--- config.mk ---
export PLATFORM = sky130hd
export DESIGN_NAME = gpio_ports_d_e_f
export DESIGN_NICKNAME = d
export VERILOG_FILES = /design/src/rtl/gpio_pkg.sv /design/src/rtl/gpio_ports_d_e_f.sv /design/src/rtl/pin_sync.sv /design/src/rtl/gpio_port_bit.sv
export VERILOG_INCLUDE_DIRS = /design/src /design/src/rtl
export SDC_FILE = /design/constraint.sdc
export NUM_CORES = 1
export LEC_CHECK = 0
export ABC_CLOCK_PERIOD_IN_PS = 3750
export BUFFER_PORTS_ARGS = -buffer_cell sky130_fd_sc_hd__buf_4
export CORE_MARGIN = 2
export CORE_UTILIZATION = 45
export DETAILED_ROUTE_END_ITERATION = 12
export MAX_ROUTING_LAYER = met4
export PLACE_DENSITY = 0.8
export SLEW_MARGIN = 10
export SYNTH_ARGS = -nofsm -noshare
export SYNTH_HDL_FRONTEND = slang
export SYNTH_SLANG_ARGS = --single-unit
--- constraint.sdc ---
create_clock -name sys_clk -period 3.75 [get_ports sys_clk]
set_input_delay 0.1875 -clock sys_clk [delete_from_list [all_inputs] [get_ports sys_clk]]
set_output_delay 0.1875 -clock sys_clk [all_outputs]
set_load 0.03 [all_outputs]
--- src/rtl/gpio_consts.svh ---
`ifndef GPIO_CONSTS_SVH
`define GPIO_CONSTS_SVH

// register word indices on the wishbone address bus
`define OFS_PORT_D_DATA  12'h003
`define OFS_PORT_E_DATA  12'h008
`define OFS_PORT_F_DATA  12'h440
`define OFS_PORT_D_DIR   12'h004
`define OFS_PORT_D_PUE   12'h00C
`define OFS_PORT_E_DIR   12'h010
`define OFS_PORT_F_DIR   12'h444

// register index of printed offsets (byte address is four times the index)
`define ADDR_W           14

// widths of each port
`define PORT_D_W         8
`define PORT_E_W         6
`define PORT_F_W         8

// shared pin positions
`define PE_TX_BIT        0
`define PE_RX_BIT        1
`define PF_TIMER_LO      4

// reset value of direction and pullup registers
`define DIR_RESET        8'h00
`define PUE_RESET        8'h00

`endif

--- src/rtl/gpio_pkg.sv ---
package gpio_pkg;
   typedef logic [7:0] byte_t;
   typedef logic [3:0] timer_ch_t;
endpackage

--- src/rtl/gpio_ports_d_e_f.sv ---
// Register access over Wishbone is this design's own decision.
`timescale 1ns/1ps
`include "gpio_consts.svh"
module gpio_ports_d_e_f (
   // clock and reset
   input  wire logic                    sys_clk,
   input  wire logic                    rst_n,
   // wishbone slave
   input  wire logic                    wb_cyc_i,
   input  wire logic                    wb_stb_i,
   input  wire logic                    wb_we_i,
   input  wire logic [`ADDR_W-1:0]      wb_adr_i,
   input  wire logic [3:0]              wb_sel_i,
   input  wire logic [31:0]             wb_dat_i,
   output logic      [31:0]             wb_dat_o,
   output logic                         wb_ack_o,
   output logic                         wb_err_o,
   // port d pins
   input  wire gpio_pkg::byte_t         port_d_in,
   output gpio_pkg::byte_t              port_d_out,
   output gpio_pkg::byte_t              port_d_oe,
   output gpio_pkg::byte_t              port_d_pullup_on,
   // serial peripheral claims on port d
   input  wire gpio_pkg::byte_t         spi_pin_own,
   input  wire gpio_pkg::byte_t         spi_pin_oe,
   input  wire gpio_pkg::byte_t         spi_pin_out,
   // port e pins
   input  wire logic [`PORT_E_W-1:0]    port_e_in,
   output logic      [`PORT_E_W-1:0]    port_e_out,
   output logic      [`PORT_E_W-1:0]    port_e_oe,
   // enhanced serial interface
   input  wire logic                    serial_if_enable,
   input  wire logic                    serial_tx_data,
   output logic                         serial_rx_data,
   // port f pins
   input  wire gpio_pkg::byte_t         port_f_in,
   output gpio_pkg::byte_t              port_f_out,
   output gpio_pkg::byte_t              port_f_oe,
   // timer two channels 2..5 on port f upper pins
   input  wire gpio_pkg::timer_ch_t     timer_edge_level_select,
   input  wire gpio_pkg::timer_ch_t     timer_two_channel_oe,
   input  wire gpio_pkg::timer_ch_t     timer_two_channel_out,
   output gpio_pkg::timer_ch_t          timer_two_channel_pins
);
   import gpio_pkg::*;

   // ------------------------------------------------------------
   // reset release
   // ------------------------------------------------------------
   logic rst_meta_q;
   logic rst_sync_n;

   // async assert, synchronous release
   always_ff @(posedge sys_clk or negedge rst_n) begin
      if (!rst_n) begin
         rst_meta_q <= 1'b0;
         rst_sync_n <= 1'b0;
      end else begin
         rst_meta_q <= 1'b1;
         rst_sync_n <= rst_meta_q;
      end
   end

   // ------------------------------------------------------------
   // bus decode
   // ------------------------------------------------------------
   logic [`ADDR_W-1:0] byte_adr;
   logic               req;
   logic               wr_lane0;
   logic               hit_d_data;
   logic               hit_e_data;
   logic               hit_f_data;
   logic               hit_d_dir;
   logic               hit_d_pue;
   logic               hit_e_dir;
   logic               hit_f_dir;
   logic               hit_any;
   logic               ack_q;
   logic               err_q;

   // offsets are not all word aligned, so they are indices
   assign byte_adr   = {wb_adr_i[`ADDR_W-3:0], 2'b00};
   assign req        = wb_cyc_i && wb_stb_i && !ack_q && !err_q;
   assign wr_lane0   = req && hit_any && wb_we_i && wb_sel_i[0];
   assign hit_d_data = byte_adr == {`OFS_PORT_D_DATA, 2'b00};
   assign hit_e_data = byte_adr == {`OFS_PORT_E_DATA, 2'b00};
   assign hit_f_data = byte_adr == {`OFS_PORT_F_DATA, 2'b00};
   assign hit_d_dir  = byte_adr == {`OFS_PORT_D_DIR, 2'b00};
   assign hit_d_pue  = byte_adr == {`OFS_PORT_D_PUE, 2'b00};
   assign hit_e_dir  = byte_adr == {`OFS_PORT_E_DIR, 2'b00};
   assign hit_f_dir  = byte_adr == {`OFS_PORT_F_DIR, 2'b00};
   assign hit_any    = hit_d_data | hit_e_data | hit_f_data | hit_d_dir
                     | hit_d_pue | hit_e_dir | hit_f_dir;

   // ------------------------------------------------------------
   // registers
   // ------------------------------------------------------------
   byte_t               d_latch_q;
   logic [`PORT_E_W-1:0] e_latch_q;
   byte_t               f_latch_q;
   byte_t               d_dir_q;
   byte_t               d_pue_q;
   logic [`PORT_E_W-1:0] e_dir_q;
   byte_t               f_dir_q;

   // data latches have no reset: power-up content is whatever it is
   always_ff @(posedge sys_clk) begin
      if (wr_lane0 && hit_d_data) d_latch_q <= wb_dat_i[7:0];
      if (wr_lane0 && hit_e_data) e_latch_q <= wb_dat_i[`PORT_E_W-1:0];
      if (wr_lane0 && hit_f_data) f_latch_q <= wb_dat_i[7:0];
   end

   // direction and pullup registers start cleared
   always_ff @(posedge sys_clk or negedge rst_sync_n) begin
      if (!rst_sync_n) begin
         d_dir_q <= `DIR_RESET;
         e_dir_q <= `PORT_E_W'(`DIR_RESET);
         f_dir_q <= `DIR_RESET;
         d_pue_q <= `PUE_RESET;
      end else begin
         if (wr_lane0 && hit_d_dir) d_dir_q <= wb_dat_i[7:0];
         if (wr_lane0 && hit_e_dir) e_dir_q <= wb_dat_i[`PORT_E_W-1:0];
         if (wr_lane0 && hit_f_dir) f_dir_q <= wb_dat_i[7:0];
         if (wr_lane0 && hit_d_pue) d_pue_q <= wb_dat_i[7:0];
      end
   end

   // ------------------------------------------------------------
   // pin synchronisers
   // ------------------------------------------------------------
   byte_t               d_pin_s;
   logic [`PORT_E_W-1:0] e_pin_s;
   byte_t               f_pin_s;
   logic [23:0]         pins_raw;
   logic [23:0]         pins_s;

   assign pins_raw = {2'b00, port_e_in, port_f_in, port_d_in};
   assign d_pin_s  = pins_s[7:0];
   assign f_pin_s  = pins_s[15:8];
   assign e_pin_s  = pins_s[21:16];

   pin_sync #(.WIDTH(24)) u_sync (
      .clk        (sys_clk),
      .rst_sync_n (rst_sync_n),
      .async_in   (pins_raw),
      .sync_out   (pins_s)
   );

   // ------------------------------------------------------------
   // peripheral ownership
   // ------------------------------------------------------------
   logic [`PORT_E_W-1:0] e_own;
   logic [`PORT_E_W-1:0] e_per_oe;
   logic [`PORT_E_W-1:0] e_per_out;
   byte_t               f_own;
   byte_t               f_per_oe;
   byte_t               f_per_out;

   // serial: tx drives bit 0, rx holds bit 1 as input
   assign e_own     = {4'h0, serial_if_enable, serial_if_enable};
   assign e_per_oe  = {4'h0, 1'b0, 1'b1};
   assign e_per_out = {4'h0, 1'b0, serial_tx_data};
   // rx uses the synced pin so the serial logic sees no metastability
   assign serial_rx_data = e_pin_s[`PE_RX_BIT];
   // timer takes a pin only when its select field is nonzero
   assign f_own     = {timer_edge_level_select, 4'h0};
   assign f_per_oe  = {timer_two_channel_oe, 4'h0};
   assign f_per_out = {timer_two_channel_out, 4'h0};
   assign timer_two_channel_pins = f_pin_s[7:`PF_TIMER_LO];

   // ------------------------------------------------------------
   // pin muxes
   // ------------------------------------------------------------
   byte_t               d_rd;
   logic [`PORT_E_W-1:0] e_rd;
   byte_t               f_rd;

   gpio_port_bit #(.WIDTH(`PORT_D_W)) u_port_d (
      .latch      (d_latch_q),
      .dir        (d_dir_q),
      .periph_own (spi_pin_own),
      .periph_oe  (spi_pin_oe),
      .periph_out (spi_pin_out),
      .pin_level  (d_pin_s),
      .pin_out    (port_d_out),
      .pin_oe     (port_d_oe),
      .read_val   (d_rd)
   );

   gpio_port_bit #(.WIDTH(`PORT_E_W)) u_port_e (
      .latch      (e_latch_q),
      .dir        (e_dir_q),
      .periph_own (e_own),
      .periph_oe  (e_per_oe),
      .periph_out (e_per_out),
      .pin_level  (e_pin_s),
      .pin_out    (port_e_out),
      .pin_oe     (port_e_oe),
      .read_val   (e_rd)
   );

   gpio_port_bit #(.WIDTH(`PORT_F_W)) u_port_f (
      .latch      (f_latch_q),
      .dir        (f_dir_q),
      .periph_own (f_own),
      .periph_oe  (f_per_oe),
      .periph_out (f_per_out),
      .pin_level  (f_pin_s),
      .pin_out    (port_f_out),
      .pin_oe     (port_f_oe),
      .read_val   (f_rd)
   );

   // pullup only on pins that are inputs; also off while spi drives the pin
   assign port_d_pullup_on = d_pue_q & ~port_d_oe;

   // ------------------------------------------------------------
   // read mux and answer
   // ------------------------------------------------------------
   byte_t rd_mux;

   assign rd_mux = hit_d_data ? d_rd
                 : hit_e_data ? {2'b00, e_rd}
                 : hit_f_data ? f_rd
                 : hit_d_dir  ? d_dir_q
                 : hit_d_pue  ? d_pue_q
                 : hit_e_dir  ? {2'b00, e_dir_q}
                 : hit_f_dir  ? f_dir_q
                 : 8'h00;

   // one-cycle ack; unmapped addresses get err
   always_ff @(posedge sys_clk or negedge rst_sync_n) begin
      if (!rst_sync_n) begin
         ack_q    <= 1'b0;
         err_q    <= 1'b0;
         wb_dat_o <= 32'h0000_0000;
      end else begin
         ack_q    <= req && hit_any;
         err_q    <= req && !hit_any;
         wb_dat_o <= (req && hit_any && !wb_we_i) ? {24'h00_0000, rd_mux} : 32'h0000_0000;
      end
   end

   assign wb_ack_o = ack_q;
   assign wb_err_o = err_q;
endmodule

--- src/rtl/pin_sync.sv ---
`timescale 1ns/1ps
// two-stage synchroniser for a bundle of pin inputs
module pin_sync #(
   parameter int WIDTH = 8
) (
   // clock and reset
   input  wire logic             clk,
   input  wire logic             rst_sync_n,
   // async pins and synced copy
   input  wire logic [WIDTH-1:0] async_in,
   output logic      [WIDTH-1:0] sync_out
);
   logic [WIDTH-1:0] meta_q;

   // elaboration check on the bundle width
   if (WIDTH < 1) begin : g_bad_width
      $error("pin_sync width must be positive");
   end

   // first stage feeds only the second stage
   always_ff @(posedge clk or negedge rst_sync_n) begin
      if (!rst_sync_n) begin
         meta_q   <= '0;
         sync_out <= '0;
      end else begin
         meta_q   <= async_in;
         sync_out <= meta_q;
      end
   end
endmodule

--- src/rtl/gpio_port_bit.sv ---
`timescale 1ns/1ps
// one port's pin muxing: direction, output value, read value
module gpio_port_bit #(
   parameter int WIDTH = 8
) (
   // software state
   input  wire logic [WIDTH-1:0] latch,
   input  wire logic [WIDTH-1:0] dir,
   // peripheral ownership of pins
   input  wire logic [WIDTH-1:0] periph_own,
   input  wire logic [WIDTH-1:0] periph_oe,
   input  wire logic [WIDTH-1:0] periph_out,
   // synced pin level
   input  wire logic [WIDTH-1:0] pin_level,
   // pin drive and read mux
   output logic      [WIDTH-1:0] pin_out,
   output logic      [WIDTH-1:0] pin_oe,
   output logic      [WIDTH-1:0] read_val
);
   // elaboration check: the read mux packs at most one byte
   if (WIDTH < 1 || WIDTH > 8) begin : g_bad_width
      $error("gpio_port_bit width out of range");
   end

   // per pin: peripheral overrides drive, direction always steers reads
   for (genvar i = 0; i < WIDTH; i++) begin : g_pin
      assign pin_oe[i]   = periph_own[i] ? periph_oe[i] : dir[i];
      assign pin_out[i]  = periph_own[i] ? periph_out[i] : latch[i];
      assign read_val[i] = dir[i] ? latch[i] : pin_level[i];
   end
endmodule

Yosys cells after proc, flatten, opt, wreduce, memory -nomap -nowiden
Cells that the tools add are included.
{"block": "word_totals", "regBits": 108, "input_bits": 115, "output_inout_bits": 91}
{"block": "op_classes", "eq_ne": 7, "muxes": 58, "bitwise_logic": 8, "reduce_logical": 19}
{"op": "$mux 8", "count": 8}
{"op": "$mux 1", "count": 50}
{"op": "$eq 12x11->1 const B", "count": 2}
{"op": "$eq 12x4->1 const B", "count": 2}
{"op": "$logic_and 1x1->1", "count": 15}
{"op": "$eq 12x2->1 const B", "count": 1}
{"op": "$eq 12x3->1 const B", "count": 1}
{"op": "$eq 12x5->1 const B", "count": 1}
{"op": "$and 8x8->8", "count": 1}
{"op": "$not 8->8", "count": 1}
{"op": "$or 1x1->1", "count": 6}
{"op": "$logic_not 1->1", "count": 4}

Depth between registers and ports, before layout
Gate-level depths: netlist (run 1).
{"block": "depth", "word_depth": 11, "mapped_depth": 7, "depth_no_buf": 5}

Modules after synthesis
Synthesis (run 1) repeated with hierarchy kept, for this count alone.
{"block": "hier_totals", "cells_unflattened": 387, "area_unflattened_um2": 5408.9}
{"mod": "gpio_ports_d_e_f", "n_inst": 1, "cells_per_inst": 273, "area_each_um2": 3250.6, "seq_area_each_um2": 1711.6}
{"mod": "pin_sync", "n_inst": 1, "cells_per_inst": 48, "area_each_um2": 1201.2, "seq_area_each_um2": 1201.2}
{"mod": "gpio_port_bit (u_port_d ...)", "n_inst": 2, "cells_per_inst": 24, "area_each_um2": 349.1, "seq_area_each_um2": 0.0}
{"mod": "gpio_port_bit (u_port_e)", "n_inst": 1, "cells_per_inst": 18, "area_each_um2": 259.0, "seq_area_each_um2": 0.0}

Worst setup path after synthesis (run 1)
Ideal clock, no wire load.
{"block": "synth_path", "path_kind": "in2reg", "from": "input wb_adr_i[3]", "to": "register d_latch_q[0] (enable)", "arrival_ps": 2039, "required_time_ps": 3365, "slack_ps": 1326, "stages": 6, "cell_sequence": "buf_6 > or3_4 > or2_0 > a211oi_2 > nor2_1 > nor3b_1"}
{"block": "synth_via", "elab_chain_len": 11, "word_cells_on_any_way": 17, "classes_between": "7 x eq/ne; 6 x bitwise; 4 x reduce/logical"}
{"element": "from (decl)", "line": "gpio_ports_d_e_f.sv:12", "text": "input wire logic [`ADDR_W-1:0] wb_adr_i,"}
{"element": "$eq 12x2->1 or $eq 12x4->1 (tied branches)", "line": "gpio_ports_d_e_f.sv:85, gpio_ports_d_e_f.sv:86"}
{"element": "$or 1x1->1 (3 in a row)", "line": "gpio_ports_d_e_f.sv:92", "text": "assign hit_any = hit_d_data | hit_e_data | hit_f_data | hit_d_dir"}
{"element": "$or 1x1->1 (3 in a row)", "line": "gpio_ports_d_e_f.sv:93", "text": "| hit_d_pue | hit_e_dir | hit_f_dir;"}
{"element": "$logic_and 1x1->1 (3 in a row)", "line": "gpio_ports_d_e_f.sv:84", "text": "assign wr_lane0 = req && hit_any && wb_we_i && wb_sel_i[0];"}
{"element": "$logic_and 1x1->1 *", "line": "gpio_ports_d_e_f.sv:108", "text": "if (wr_lane0 && hit_d_data) d_latch_q <= wb_dat_i[7:0];"}
{"element": "to (signal assigned)", "line": "gpio_ports_d_e_f.sv:108"}
{"element": "to (decl)", "line": "gpio_ports_d_e_f.sv:98", "text": "byte_t d_latch_q;"}
Mark *: on every way between the ends. The rest lies on a longest branch, timed or not.
A chain may end at the register's enable or synchronous reset.

Final worst setup path (run 1)
{"block": "layout_path", "from": "input wb_adr_i[11]", "to": "register d_latch_q[2] (enable)"}
Same word-level chain as after synthesis.

==> metrics, run 1 <==
# diodes=0; CP Launch Type=primary input; Logic pwr share=12.6%; Required @ worst endpoint=3830 ps; H-Tree Level Count=3; final max-slew violation count=0; final setup TNS=0 ps; Pwr Density=334 nW/um^2; Die H=110 um; worst skew pair latency=380 ps; CTS root buf=clkbuf_8; clock period minus worst slack=2450 ps; first-pass GRT wire length=19600 um; worst-margin pin slew=932 ps; switching share of total power=26.4%; synth unique cells=58; cts hold-fix bufs=23; FP Rows=38; mapped cell area=5030 um^2; commonest non-fill, non-tap cells in the layout=159 x buf_4, 85 x dfrtp_1, 60 x mux2_2; P_leak=2.95 nW; routed length per placed instance=18.7 um; Peak VDD IR=0.000250 V; Worst Skew=17.8 ps; CP Capture Type=flop; initial antenna violation count=0; outcome=complete, no violations; period utilization=65.4%; largest net degree at the start of global routing=58; Rel. slew slack=37.8%; GRT Total Usage=22.9%; IO Pins=206; Hold Vio Cnt, Final=0; drt pass-1 iters=4; DIE AREA=12000 um^2; P_sw=0.577 mW; Synth Warn #=0; initial core utilization=46.2%; Die W=110 um; core area=10900 um^2; Antenna Violating Nets Remaining=0; Post-CTS Setup Bufs=0; DRT iter0 DRCs=236; Detailed Place HPWL=9510 um; Sinks on Clock Net=108; Syn Area/Cell=13.3 um^2; commonest non-fill, non-tap cell in the layout=buf_4; WS Path Type=primary input to flop; Nets=660; Reg power frac=56.9%; DR vias=3589; Clk pin slew, worst setup/hold paths=100 ps; clock buffer depth=2; Port Buffers=152; CP Max Fanout=7; RSZ-0062 raised after global routing=false; internal power=1.61 mW; WL final=12900 um; fmax=408 MHz; Syn Inst Count=379; top cells by area, synth=dfrtp_1 43%, mux2_2 13%, edfxtp_1 13%, buf_4 6.7%, mux2i_1 3.0%; Total Power=2.18 mW; clock share of power=30.5%; Yosys top cell area share=42.8%; Max-Cap Viols=0; Area Overhead vs Synth=29.9%; global placement routability congestion=0.852; CTS tree=built; Residual DRC=0; synthesized flop and latch total=108; layout cells sized above 1=47.3%; final setup fails=0; CTS buffer count=9; CTS resizes=0; vias in the first global route=3638; sequential share of the synthesized area=55.9%; worst hold-check path type=primary input to flop; Crit path arrival time=2530 ps; grt ovf=0; dominant cell type by area after synthesis=dfrtp_1; post-DR vias/cell=5.20
critical path, stage by stage:
cell	delay [ps]
buf_4	130
nor4_2	640
o211ai_1	160
o21ai_0	370
nor2_1	230
nor3b_2	540
buf_4	270
layer usage:
layer  vias up  share of wire, %  GRT usage [%]
li1       1651                 -              -
met1      1761                41           29.9
met2       161                50           36.8
met3        16               7.4           5.16
met4         0               1.4           5.15
met5         -                 0              -
final cells by class:
type / instances / area [um^2]
Timing Repair Buffer: 182 / 1420
Fill cell: 903 / 4350
Multi-Input combinational cell: 234 / 1900
Tap cell: 140 / 175
Clock buffer: 10 / 128
Clock inverter: 6 / 57.6
Inverter: 10 / 37.5
Sequential cell: 108 / 2820
cells in the mapped netlist (all sizes together):
library cell / number
nor4: 6
a21oi: 7
nand2b: 1
or3b: 1
a22o: 5
and3b: 3
or3: 2
or4: 2
nand2: 13
nand4: 3
a32o: 1
inv: 10
a21o: 1
dfrtp: 86
nor2b: 6
and3: 5
buf: 49
o21bai: 1
a211oi: 5
edfxtp: 22
nor3: 7
a32oi: 2
a221oi: 1
a31o: 2
and2: 2
nand4b: 1
mux2i: 15
nor3b: 4
o221ai: 2
mux2: 60
o2111ai: 1
a311oi: 3
nand3: 5
clkbuf: 1
conb: 2
or2: 3
a211o: 1
a41o: 1
nand3b: 1
nor2: 19
a22oi: 3
o211ai: 2
a221o: 4
o21ai: 8
power by group through the flow:
stage / Combinational [mW] / Sequential [mW] / Clock (mW)
finish: 0.275 / 1.24 / 0.666
global route: 0.295 / 1.25 / 0.740
CTS: 0.276 / 1.24 / 0.689
detailed placement: 0.256 / 1.27 / 0
global placement: 0.251 / 1.27 / 0
floorplan: 0.148 / 1.27 / 0
final timing paths:
path | slack [ps] | end | start | cells past startpoint
max in group asynchronous | 2460 | d_dir_q[2] | rst_sync_n | 1
min reg2reg | 350 | u_sync.sync_out[16] | u_sync.meta_q[16] | 0
max | 1300 | d_latch_q[2] | wb_adr_i[11] | 7
min | 20 | f_latch_q[7] | wb_dat_i[7] | 1
max reg2reg | 1480 | d_latch_q[2] | wb_ack_o | 4
min in group asynchronous | 120 | rst_sync_n | rst_n | 2
state kept, by name, indices dropped and copies added, names as in the netlist:
register / flops
d_dir_q: 8
d_latch_q: 8
d_pue_q: 8
e_dir_q: 6
e_latch_q: 6
f_dir_q: 8
f_latch_q: 8
rst_meta_q: 1
rst_sync_n: 1
u_sync.meta_q: 22
u_sync.sync_out: 22
wb_ack_o: 1
wb_dat_o: 8
wb_err_o: 1
cell families after synthesis:
family / count (synthesis) / share of synthesized area (%)
compound gates: 50 / 7.93
buf+inv: 60 / 8.18
flops: 108 / 55.9
mux: 75 / 16.4
other cells: 2 / 0.149
simple gates: 84 / 11.5
through the flow:
| stage | hold WS [ps] | util, % | std cells | setup slack (ps) | instance area, um^2 |
|---|---|---|---|---|---|
| final | 19.2 | 60.1 | 690 | 1300 | 6540 |
| after global placement | -30.0 | 56.2 | 651 | 928 | 6120 |
| after floorplan | -108 | - | 402 | 1180 | 5120 |
| after global routing | 8.94 | 60.1 | 690 | 1090 | 6540 |
| after detailed placement | -29.5 | 56.2 | 651 | 859 | 6120 |
| after CTS | 10.6 | 60.1 | 690 | 1240 | 6540 |
(Power assumes the default switching activity.)
==> inputs of run 2 (changes only) <==
--- a/config.mk
+++ b/config.mk
@@ -6,7 +6,7 @@
 export SDC_FILE = /design/constraint.sdc
 export NUM_CORES = 1
 export LEC_CHECK = 0
-export ABC_CLOCK_PERIOD_IN_PS = 3750
+export ABC_CLOCK_PERIOD_IN_PS = 2460
 export BUFFER_PORTS_ARGS = -buffer_cell sky130_fd_sc_hd__buf_4
 export CORE_MARGIN = 2
 export CORE_UTILIZATION = 45
==> constraint.sdc (replaced) <==
create_clock -name sys_clk -period 2.46 [get_ports sys_clk]
set_input_delay 0.123 -clock sys_clk [delete_from_list [all_inputs] [get_ports sys_clk]]
set_output_delay 0.123 -clock sys_clk [all_outputs]
set_load 0.03 [all_outputs]
==> run 2 against run 1 <==
Net effect:
- cell area increased by 2.7%
- global-route usage increased by 0.82 points
- via count increased by 3.3%
- clock power increased by 50%
- count of clock-buffer cells in the layout increased by 4
- critical path depth decreased by 2
- die area unchanged
- sequential cell count unchanged
- largest cell class unchanged
- routed wire length increased by 3.8%
- worst setup slack got worse by 720 ps
- critical endpoint is now d_pue_q[6]
==> metrics, run 2 (synthesis gave the netlist of run 1 again) <==
Sinks on Clock Net=108 (unchanged); period utilization=76.6%; CP Capture Type=flop (unchanged); Post-CTS Setup Bufs=0 (unchanged); grt ovf=0 (unchanged); worst-margin pin slew=588 ps (was 932 ps); Crit path arrival time=2140 ps (was 2530 ps); IO Pins=206 (unchanged); Nets=680 (was 660); fill count=858 (was 903); met2 usage=38.0% (was 36.8%); met1 Use GR=30.8% (was 29.9%); final max-slew violation count=0 (unchanged); DR vias=3709 (was 3589); Required @ worst endpoint=2720 ps (was 3830 ps); Buffers & Inverters on Critical Path=1 (was 2); # diodes=0 (unchanged); H-Tree Level Count=3 (unchanged); Pwr Density=497 nW/um^2 (was 334 nW/um^2); routed length per placed instance=18.9 um (was 18.7 um); post-DR vias/cell=5.22 (was 5.20); Worst Skew=7.01 ps (was 17.8 ps); CP Max Fanout=8 (was 7); Max-Cap Viols=0 (unchanged); first-pass GRT wire length=20200 um (was 19600 um); Clk pin slew, worst setup/hold paths=90 ps (was 100 ps); Port Buffers=152 (unchanged); final setup TNS=0 ps (unchanged); Area Overhead vs Synth=33.4% (was 29.9%); layout cells sized above 1=47.4% (was 47.3%); core area=10900 um^2 (unchanged); biggest regs=u_sync.meta_q (22), u_sync.sync_out (22) (unchanged); P_leak=3.04 nW (was 2.95 nW); final setup fails=0 (unchanged); DIE AREA=12000 um^2 (unchanged); vias in the first global route=3665 (was 3638); worst skew pair latency=370 ps (was 380 ps); reg-to-reg slack, setup=570 ps (was 1480 ps); CTS root buf=clkbuf_8 (unchanged); clock buffer depth=2 (unchanged); commonest non-fill, non-tap cells in the layout=170 x buf_4, 85 x dfrtp_1, 60 x mux2_2 (was 159 x buf_4, 85 x dfrtp_1, 60 x mux2_2); DRT iter0 DRCs=198 (was 236); fmax=530 MHz; global placement routability congestion=0.896 (was 0.852); Die W=110 um (unchanged); RSZ-0062 raised after global routing=false (unchanged); CTS buffer count=9 (unchanged); grt peak-use layer=met2 (unchanged); FP Rows=38 (unchanged); placed insts=663 (was 651); Reg2Reg Launch Point=wb_ack_o (unchanged); largest net degree at the start of global routing=45 (was 58); WS Path Type=flop to flop (was primary input to flop); clock period minus worst slack=1890 ps; CP delay by family, top=simple AND/OR/NAND/NOR gates (unchanged); CTS tree=built (unchanged); outcome=complete, no violations (unchanged); worst hold-check path type=primary input to async pin (was primary input to flop); commonest non-fill, non-tap cell in the layout=buf_4 (unchanged); crit-path cells=nor3_1 > buf_4 > and3_1 > nand3_2 > mux2_2 (was buf_4 > nor4_2 > o211ai_1 > o21ai_0 > nor2_1 > nor3b_2 > buf_4); slowest CP cell=dfrtp_1 (was nor4_2); FF-to-FF path depth=5 (was 4); CP Launch Type=flop (was primary input); r2r endpoint=d_pue_q[6] (was d_latch_q[2]); cts hold-fix bufs=31 (was 23); Residual DRC=0 (unchanged); Detailed Place HPWL=9610 um (was 9510 um); GR met3 Demand/Resource=4.92% (was 5.16%); CP max stage delay=380 ps (was 640 ps); Post-Place Cell Area=6230 um^2 (was 6120 um^2); WL final=13400 um (was 12900 um); Antenna Violating Nets Remaining=0 (unchanged); Die H=110 um (unchanged); Final Cell Area=6720 um^2 (was 6540 um^2); CTS resizes=0 (unchanged); Worst Setup SP=wb_ack_o (was wb_adr_i[11]); Rel. slew slack=60.8% (was 37.8%); fin cells=710 (was 690); initial antenna violation count=0 (unchanged); GRT Total Usage=23.7% (was 22.9%); drt pass-1 iters=5 (was 4); initial core utilization=46.2% (unchanged); Peak VDD IR=0.000310 V (was 0.000250 V); Hold Vio Cnt, Final=0 (unchanged)
==> run 2: worst max-delay path by stage <==
| stage | end | slack [ps] | cells after the start |
|---|---|---|---|
| after detailed placement | e_latch_q[5] | 270 | 7 |
| after floorplan | d_latch_q[0] | 100 | 6 |
| after global placement | e_latch_q[5] | 310 | 7 |
| after CTS | d_pue_q[6] | 580 | 5 |
| after global routing | d_pue_q[6] | 510 | 5 |
| final | d_pue_q[6] | 570 | 5 |
==> run 2: stage by stage <==
stage / utilization [%] / hold WS [ps] / power (mW) / setup slack, ps
after CTS: 61.7 / 39.7 / 3.36 / 585
after global placement: 57.2 / -95.0 / 2.32 / 306
after global routing: 61.7 / 62.6 / 3.48 / 506
after detailed placement: 57.2 / -92.7 / 2.33 / 269
after floorplan: - / -173 / 2.16 / 100
final: 61.7 / 54.3 / 3.34 / 575
==> run 2: final cells by class <==
type | instances | area [um^2] | share of cell area [%]
clock buffer | 14 | 163 | 2.42
clock inverter | 2 | 17.5 | 0.261
inverter | 10 | 37.5 | 0.559
multi-input combinational | 234 | 1900 | 28.3
sequential | 108 | 2820 | 41.9
tap | 140 | 175 | 2.61
timing repair buffer | 202 | 1610 | 23.9
==> run 2: where the power goes <==
group,leakage [nW],internal (mW),switching [mW]
Sequential,1.29,1.86,0.0264
Combinational,1.66,0.206,0.237
Clock,0.0913,0.432,0.572
Total,3.04,2.50,0.836
==> run 2: per-layer routing <==
layer | routed length, um | part of all wire, %
met1 | 5480 | 41
met2 | 6660 | 50
met3 | 1050 | 7.8
met4 | 216 | 1.6
met5 | 0 | 0
